==> config.mk <==
export PLATFORM = sky130hd
export DESIGN_NAME = timer_waveform_generator
export DESIGN_NICKNAME = d
export VERILOG_FILES = /design/src/core/wavegen_pkg.sv /design/src/core/prescaler.sv /design/src/core/capture_input_sync.sv /design/src/core/timer_waveform_generator.sv
export SDC_FILE = /design/constraint.sdc
export NUM_CORES = 1
export LEC_CHECK = 0
export BUFFER_PORTS_ARGS = -buffer_cell sky130_fd_sc_hd__buf_2
export CAP_MARGIN = 20
export CELL_PAD_IN_SITES_DETAIL_PLACEMENT = 1
export CELL_PAD_IN_SITES_GLOBAL_PLACEMENT = 1
export CORE_MARGIN = 2
export CORE_UTILIZATION = 40
export CTS_CLUSTER_DIAMETER = 120
export DETAILED_ROUTE_END_ITERATION = 10
export PLACE_DENSITY = 0.84
export SYNTH_ARGS = -nofsm -noshare
export SYNTH_HDL_FRONTEND = slang
export SYNTH_SLANG_ARGS = --single-unit
export TNS_END_PERCENT = 100
==> constraint.sdc <==
create_clock -name pclk -period 4.3 [get_ports pclk]
set_input_delay 0.645 -clock pclk [delete_from_list [all_inputs] [get_ports pclk]]
set_output_delay 0.645 -clock pclk [all_outputs]
set_load 0.05 [all_outputs]
==> src/core/wavegen_pkg.sv <==
package wavegen_pkg;

  localparam int unsigned num_channels = 2;
  localparam int unsigned count_width  = 8;

  // Register byte addresses (offsets 0x0d and 0x1b are not word aligned, kept as indices)
  localparam logic [7:0]  driver_control_index    = 8'h0d;
  localparam logic [7:0]  period_value_index      = 8'h1b;
  localparam logic [7:0]  mode_control_index      = 8'h00;
  localparam logic [7:0]  compare_0_index         = 8'h18;
  localparam logic [7:0]  compare_1_index         = 8'h19;
  localparam logic [7:0]  period_buffer_index     = 8'h2f;
  localparam logic [7:0]  status_index            = 8'h01;
  localparam logic [9:0]  driver_control_addr     = {driver_control_index, 2'b00};
  localparam logic [9:0]  period_value_addr       = {period_value_index, 2'b00};
  localparam logic [9:0]  mode_control_addr       = {mode_control_index, 2'b00};
  localparam logic [9:0]  compare_0_addr          = {compare_0_index, 2'b00};
  localparam logic [9:0]  compare_1_addr          = {compare_1_index, 2'b00};
  localparam logic [9:0]  period_buffer_addr      = {period_buffer_index, 2'b00};
  localparam logic [9:0]  status_addr             = {status_index, 2'b00};

  // Reset values
  localparam logic [7:0]  driver_control_reset    = 8'h00;
  localparam logic [7:0]  period_value_reset      = 8'hff;
  localparam logic [7:0]  compare_reset           = 8'h00;

  // Mode control field positions
  localparam int unsigned mode_lsb       = 0;
  localparam int unsigned prescale_lsb   = 2;
  localparam int unsigned direction_bit  = 5;
  localparam int unsigned enable_bit     = 7;

  // Synchronisation of period writes, in counter clock cycles of pclk
  localparam int unsigned sync_cycles    = 2;

  typedef enum logic [1:0] {
    match_frequency_mode,
    single_slope_pwm_mode,
    match_pwm_mode,
    normal_frequency_mode
  } wave_mode_type;

  typedef struct packed {
    logic          enable;
    logic          count_down;
    logic [2:0]    prescale_select;
    wave_mode_type mode;
  } mode_control_type;

  typedef struct packed {
    logic [count_width-1:0] top;
    logic [count_width-1:0] compare_0;
    logic [count_width-1:0] compare_1;
  } compare_set_type;

endpackage

==> src/core/prescaler.sv <==
`timescale 1ns/10ps

module prescaler
  import wavegen_pkg::*;
(
  input  wire logic       pclk,
  input  wire logic       presetn,
  input  wire logic       run,
  input  wire logic [2:0] prescale_select,
  output logic            tick
);

  typedef struct packed {
    logic [9:0] count;
    logic       tick;
  } state_type;

  state_type state_q;
  state_type state_d;

  // Divisor minus one for each select code
  function automatic logic [9:0] divisor_limit(input logic [2:0] sel);
    case (sel)
      3'h0:    divisor_limit = 10'h000;
      3'h1:    divisor_limit = 10'h001;
      3'h2:    divisor_limit = 10'h003;
      3'h3:    divisor_limit = 10'h007;
      3'h4:    divisor_limit = 10'h00f;
      3'h5:    divisor_limit = 10'h03f;
      3'h6:    divisor_limit = 10'h0ff;
      default: divisor_limit = 10'h3ff;
    endcase
  endfunction

  always_comb begin
    state_d      = state_q;
    state_d.tick = 1'b0;
    if (!run) begin
      state_d.count = 10'h000;
    end else if (state_q.count >= divisor_limit(prescale_select)) begin
      state_d.count = 10'h000;
      state_d.tick  = 1'b1;
    end else begin
      state_d.count = state_q.count + 10'h001;
    end
  end

  always_ff @(posedge pclk or negedge presetn) begin
    if (!presetn) begin
      state_q <= '0;
    end else begin
      state_q <= state_d;
    end
  end

  assign tick = state_q.tick;

endmodule // prescaler

==> src/core/capture_input_sync.sv <==
`timescale 1ns/10ps

module capture_input_sync
  import wavegen_pkg::*;
(
  input  wire logic                    pclk,
  input  wire logic                    presetn,
  input  wire logic [num_channels-1:0] pin_in,
  input  wire logic [num_channels-1:0] invert,
  output logic      [num_channels-1:0] trigger
);

  typedef struct packed {
    logic [num_channels-1:0] first;
    logic [num_channels-1:0] second;
    logic [num_channels-1:0] trigger;
  } state_type;

  state_type state_q;
  state_type state_d;

  always_comb begin
    state_d         = state_q;
    state_d.first   = pin_in;
    state_d.second  = state_q.first;
    state_d.trigger = state_q.second ^ invert;
  end

  always_ff @(posedge pclk or negedge presetn) begin
    if (!presetn) begin
      state_q <= '0;
    end else begin
      state_q <= state_d;
    end
  end

  assign trigger = state_q.trigger;

endmodule // capture_input_sync

==> src/core/timer_waveform_generator.sv <==
// The APB slave port was decided locally.
`timescale 1ns/10ps

// Function
// - Match frequency: compare value 0 sets period, output 0 toggles on each update.
// - Single-slope PWM: top sets period, channel compare value sets duty.
// - Counting up: output high at start or top, low at compare match.
// - Counting down: output low at start or zero, high at compare match.
// - Single-slope period lasts top plus one prescaled ticks.
// - Prescaler divides by 1, 2, 4, 8, 16, 64, 256 or 1024.
// - Match PWM: output 1 from compare 1; one-tick low pulse on output 0 per wrap.
// - Period register loads from period buffer on update; writes are synchronised.
// - Invert bit inverts both waveform output and capture trigger input of its channel.
module timer_waveform_generator
  import wavegen_pkg::*;
(
  input  wire logic                    pclk,
  input  wire logic                    presetn,
  input  wire logic                    psel,
  input  wire logic                    penable,
  input  wire logic                    pwrite,
  input  wire logic [11:0]             paddr,
  input  wire logic [31:0]             pwdata,
  output logic      [31:0]             prdata,
  output logic                         pready,
  output logic                         pslverr,
  input  wire logic [num_channels-1:0] capture_pin,
  output logic      [num_channels-1:0] capture_trigger,
  output logic      [num_channels-1:0] waveform_output,
  output logic                         update_pulse
);

  ////////////////////////////////////////////////////////////////////////////
  // State

  typedef struct packed {
    mode_control_type        control;
    logic [7:0]              driver_control;
    logic [7:0]              period_value;
    logic [7:0]              period_buffer;
    logic                    buffer_valid;
    logic [1:0]              sync_count;
    compare_set_type         compares;
    logic [7:0]              count;
    logic                    started;
    logic [num_channels-1:0] raw_wave;
    logic [num_channels-1:0] wave_out;
    logic                    update;
    logic [31:0]             rdata;
    logic                    ready;
    logic                    slverr;
  } state_type;

  state_type state_q;
  state_type state_d;

  logic                    tick;
  logic [num_channels-1:0] trigger_sync;

  ////////////////////////////////////////////////////////////////////////////
  // Helpers

  function automatic logic [7:0] channel_compare(input compare_set_type c,
                                                 input int unsigned ch);
    channel_compare = (ch == 0) ? c.compare_0 : c.compare_1;
  endfunction

  function automatic logic addr_hit(input logic [11:0] a, input logic [9:0] reg_addr);
    addr_hit = (a[11:10] == 2'b00) && (a[9:0] == reg_addr);
  endfunction

  ////////////////////////////////////////////////////////////////////////////
  // Submodules

  prescaler u_prescaler (
    .pclk            (pclk),
    .presetn         (presetn),
    .run             (state_q.control.enable),
    .prescale_select (state_q.control.prescale_select),
    .tick            (tick)
  );

  capture_input_sync u_capture_sync (
    .pclk    (pclk),
    .presetn (presetn),
    .pin_in  (capture_pin),
    .invert  (state_q.driver_control[num_channels-1:0]),
    .trigger (trigger_sync)
  );

  ////////////////////////////////////////////////////////////////////////////
  // Next state

  logic [7:0] top_now;
  logic       at_end;
  logic       apb_access;
  logic       apb_write;

  always_comb begin
    state_d        = state_q;
    state_d.update = 1'b0;
    state_d.ready  = 1'b0;
    state_d.slverr = 1'b0;
    apb_access     = psel && penable && !state_q.ready;
    apb_write      = apb_access && pwrite;

    // Period source: compare value 0 in match frequency and match PWM modes
    case (state_q.control.mode)
      match_frequency_mode: top_now = state_q.compares.compare_0;
      match_pwm_mode:       top_now = state_q.compares.compare_0;
      single_slope_pwm_mode: top_now = state_q.period_value;
      default:              top_now = state_q.period_value;
    endcase
    at_end = state_q.control.count_down ? (state_q.count == 8'h00)
                                        : (state_q.count == top_now);

    // Pending period buffer takes a few cycles to cross into the counter
    if (state_q.sync_count != 2'b00) begin
      state_d.sync_count = state_q.sync_count - 2'b01;
    end

    if (!state_q.control.enable) begin
      state_d.started = 1'b0;
      state_d.count   = 8'h00;
    end else if (tick) begin
      if (!state_q.started) begin
        state_d.started = 1'b1;
        state_d.count   = state_q.control.count_down ? top_now : 8'h00;
        for (int ch = 0; ch < num_channels; ch++) begin
          if (state_q.control.mode != match_frequency_mode) begin
            state_d.raw_wave[ch] = !state_q.control.count_down;
          end
        end
      end else begin
        // Wrap after top plus one ticks
        if (at_end) begin
          state_d.update = 1'b1;
          state_d.count  = state_q.control.count_down ? top_now : 8'h00;
        end else begin
          state_d.count = state_q.control.count_down ? state_q.count - 8'h01
                                                     : state_q.count + 8'h01;
        end
        case (state_q.control.mode)
          match_frequency_mode: begin
            if (at_end) begin
              state_d.raw_wave[0] = !state_q.raw_wave[0];
            end
          end
          single_slope_pwm_mode: begin
            for (int ch = 0; ch < num_channels; ch++) begin
              if (at_end) begin
                state_d.raw_wave[ch] = !state_q.control.count_down;
              end else if (state_q.count == channel_compare(state_q.compares, ch)) begin
                state_d.raw_wave[ch] = state_q.control.count_down;
              end
            end
          end
          match_pwm_mode: begin
            state_d.raw_wave[0] = !at_end;
            if (at_end) begin
              state_d.raw_wave[1] = !state_q.control.count_down;
            end else if (state_q.count == state_q.compares.compare_1) begin
              state_d.raw_wave[1] = state_q.control.count_down;
            end
          end
          default: begin
          end
        endcase
      end
    end

    // Buffer copied into period on update once synchronised
    if (state_d.update && state_q.buffer_valid && state_q.sync_count == 2'b00) begin
      state_d.period_value = state_q.period_buffer;
      state_d.buffer_valid = 1'b0;
    end

    state_d.wave_out = state_q.raw_wave ^ state_q.driver_control[num_channels-1:0];

    // APB slave, one wait state
    if (apb_access) begin
      state_d.ready = 1'b1;
      state_d.rdata = 32'h0000_0000;
      if (addr_hit(paddr, driver_control_addr)) begin
        if (apb_write) state_d.driver_control = {6'h00, pwdata[1:0]};
        state_d.rdata = {24'h000000, state_q.driver_control};
      end else if (addr_hit(paddr, period_value_addr)) begin
        if (apb_write) begin
          state_d.period_buffer = pwdata[7:0];
          state_d.buffer_valid  = 1'b1;
          state_d.sync_count    = 2'(sync_cycles);
        end
        state_d.rdata = {24'h000000, state_q.period_value};
      end else if (addr_hit(paddr, period_buffer_addr)) begin
        if (apb_write) begin
          state_d.period_buffer = pwdata[7:0];
          state_d.buffer_valid  = 1'b1;
          state_d.sync_count    = 2'(sync_cycles);
        end
        state_d.rdata = {24'h000000, state_q.period_buffer};
      end else if (addr_hit(paddr, mode_control_addr)) begin
        // Fields placed by the package positions; bit 6 is unused and reads zero
        if (apb_write) begin
          state_d.control.mode            = wave_mode_type'(pwdata[mode_lsb +: 2]);
          state_d.control.prescale_select = pwdata[prescale_lsb +: 3];
          state_d.control.count_down      = pwdata[direction_bit];
          state_d.control.enable          = pwdata[enable_bit];
        end
        state_d.rdata = {24'h000000, state_q.control.enable, 1'b0, state_q.control.count_down,
                         state_q.control.prescale_select, state_q.control.mode};
      end else if (addr_hit(paddr, compare_0_addr)) begin
        if (apb_write) state_d.compares.compare_0 = pwdata[7:0];
        state_d.rdata = {24'h000000, state_q.compares.compare_0};
      end else if (addr_hit(paddr, compare_1_addr)) begin
        if (apb_write) state_d.compares.compare_1 = pwdata[7:0];
        state_d.rdata = {24'h000000, state_q.compares.compare_1};
      end else if (addr_hit(paddr, status_addr)) begin
        state_d.rdata = {16'h0000, state_q.count, 4'h0, state_q.wave_out,
                         state_q.buffer_valid, state_q.started};
      end else begin
        state_d.slverr = 1'b1;
      end
    end
  end

  ////////////////////////////////////////////////////////////////////////////
  // Registers

  always_ff @(posedge pclk or negedge presetn) begin
    if (!presetn) begin
      state_q                <= '0;
      state_q.driver_control <= driver_control_reset;
      state_q.period_value   <= period_value_reset;
      state_q.period_buffer  <= period_value_reset;
    end else begin
      state_q <= state_d;
    end
  end

  assign prdata          = state_q.rdata;
  assign pready          = state_q.ready;
  assign pslverr         = state_q.slverr;
  assign waveform_output = state_q.wave_out;
  assign update_pulse    = state_q.update;
  assign capture_trigger = trigger_sync;

endmodule // timer_waveform_generator

==> metrics <==
outcome=finished clean; Arr. time, crit path=3.60 ns; # port buffers=49; Worst Skew=0.00681 ns; Crit Path Category=reg -> reg; initial antenna violation count=0; period utilization=78.2%; largest cells by area after synthesis=dfrtp_1 (37%), dfstp_2 (8.0%), mux2_2 (7.9%); Final Slew Violations=0; Site Rows=41; placed insts=699; PD cells=321 mW/mm²; Crit Path Max Fanout=16; Setup crit end kind=flip-flop; number of antenna diodes=0; count leader, synth=dfrtp_1; Slew @ Worst Pin=1.06 ns; routability cong.=0.865; CP Buf/Inv Count=1; post-synthesis cell area=0.00527 mm²; r2r startpoint=state_q[100]; Setup Viol. Count Final=0; Leak=2.74 nW; area grow syn2layout=9.68%; via count=4,029; Synth cell types=57; TritonRoute pass-1 iters=4; post-synth top area cell=dfrtp_1; slowest CP cell=o211ai_2; Final Util=45.5%; Crit. Startpoint=state_q[100]; via density per instance=5.63; H-tree levels=3; Hold WS=0.354 ns; CP top delay family=compound AO/OA/AOI/OAI gates; PostCTS Resize Cnt=0; Num CTS Buffers=9; Seq. cell area=0.00235 mm²; Total Routed Length=14,000 µm; Syn. warnings=0; Max-slew headroom=28.7%; CP max stage delay=0.57 ns; CTS tree=done; Worst-Skew Late Latency=0.35 ns; Setup TNS Final=0 ns; clock buffer depth=2; Critical Path RT=4.54 ns; RSZ-0062 raised after global routing=no; Setup crit start kind=flip-flop; asr flop ratio synth=100%; EDFF count, synth=0; routed wire length per instance=19.6 µm; sequential-to-total area share from yosys stat=44.5%; area of the multi-input gates=0.00255 mm²; Synth top area share=36.5%; first-pass GRT wire length=22,600 µm; Worst VDD drop=0.228 mV; Max Clk Rate=297 MHz; CTS clk-pin slew, worst paths=0.07 ns; Die Wd=119 µm; Initial Util=41.5%; GR Util All Layers=20.4%; Die ar.=0.0141 mm²; HP Class=reg -> reg; hold_buf cts=0; chip height=119 µm; max-cap violation count=0; clock sinks=93; grt total ovfl=0; Fin. Hold Viols=0; synthesized flop and latch total=93; Final Power=0.00185 W; Post-CTS Setup Repair Bufs=0; Core ar.=0.0127 mm²; ANT nets after route=0; # nets final=610; Root Buffer=clkbuf_16; largest net degree at the start of global routing=68; hold path start=u_capture_sync.state_d[3]; worst path cell trace=inv_1 -> ha_1 -> or2_1 -> mux2i_1 -> xnor2_1 -> or4_4 -> o211ai_2 -> o22ai_1 -> a22o_1; Avg Cell Area, Syn=10.2 µm²; Initial DRC Count=260; hpwl dp=10,100 µm; Synth top cells by count=dfrtp_1 (77), nand2_1 (44), nor2_1 (39); Main synth FF type=dfrtp_1; # IOs=90; drt drc=0; vias in the first global route=4,318; ratio of cells with drive above 1 in the final layout=24.3%; fillers=1,478; Tmin final=3.36 ns; Layout Cells excl Fill=715; Syn Inst Count=517
==> cells by family after synthesis <==
family	after synthesis	share of synthesized area (%)
xor gates and xnor gates	38	6.31
buffers and inverters	75	8.16
and+or+nand+nor	140	12.9
DFF	93	44.5
muxes	42	8.85
adders and majority gates	21	5.12
other	1	0.0711
AOI/OAI and AO/OA	107	14.0
==> per-stage QoR <==
step / instance area (µm²) / worst slack, ns
finish: 5780 / 0.936
global route: 5780 / 0.715
CTS: 5780 / 0.991
detailed placement: 5460 / 1.02
global placement: 5460 / 1.10
floorplan: 5330 / 1.38
==> sequential cells by signal (all words and copies together) (netlist names) <==
signal,flops
state_q,55
prdata,16
u_prescaler.state_q,10
u_capture_sync.state_d,2
u_capture_sync.state_q,2
u_capture_sync.trigger,2
waveform_output,2
pready,1
pslverr,1
u_prescaler.tick,1
update_pulse,1
==> layout make-up <==
type / instances / share of cell area [%]
tap: 172 / 3.72
sequential: 93 / 40.6
inverter: 16 / 1.04
multi-input combinational: 364 / 44.1
timing repair buffer: 54 / 4.93
clock inverter: 7 / 1.71
clock buffer: 9 / 3.89
==> cells in the final DEF (no fill, tap or decap), types with 6 or more instances in the layout <==
| master | netlist | layout |
|---|---|---|
| nor2_1 | 39 | 39 |
| a31oi_1 | 8 | 8 |
| buf_4 | 37 | 6 |
| nand3_1 | 11 | 11 |
| a21oi_1 | 20 | 20 |
| a222oi_1 | 7 | 7 |
| buf_2 | 2 | 48 |
| conb_1 | 1 | 16 |
| a22o_1 | 10 | 10 |
| clkbuf_16 | 0 | 9 |
| inv_1 | 16 | 16 |
| ha_1 | 20 | 20 |
| nor4_1 | 6 | 6 |
| xor2_1 | 18 | 18 |
| a221oi_1 | 6 | 6 |
| dfrtp_1 | 77 | 77 |
| xnor2_1 | 20 | 20 |
| o21ai_0 | 26 | 26 |
| mux2_2 | 37 | 37 |
| nand2_1 | 44 | 44 |
| nor3_1 | 6 | 6 |
| dfstp_2 | 16 | 16 |
==> routing by layer <==
metal	share of wire (%)	routed length [µm]	track usage, %
met5	0	0	0
met4	1.6	221	6.70
met3	4.4	611	3.50
met2	53	7400	37.4
met1	41	5790	24.0
==> final timing paths <==
kind | end | slack, ns | cells after the start
setup / recovery | state_q[42] | 0.94 | 9
hold / removal | u_capture_sync.state_q[3] | 0.35 | 0
setup reg to reg | state_q[42] | 0.94 | 9
hold reg to reg | u_capture_sync.state_q[3] | 0.35 | 0
max in group asynchronous | state_q[81] | 2.97 | 2
min in group asynchronous | update_pulse | 0.40 | 1
==> power by group <==
part           leakage (nW)  total [W]  internal, W  switching [W]
sequential             1.19   0.000886     0.000883     0.00000329
combinational          1.40   0.000107    0.0000185      0.0000884
clock                 0.156   0.000861     0.000512       0.000349
total                  2.74    0.00185      0.00141       0.000441
(Power assumes the default switching activity.)
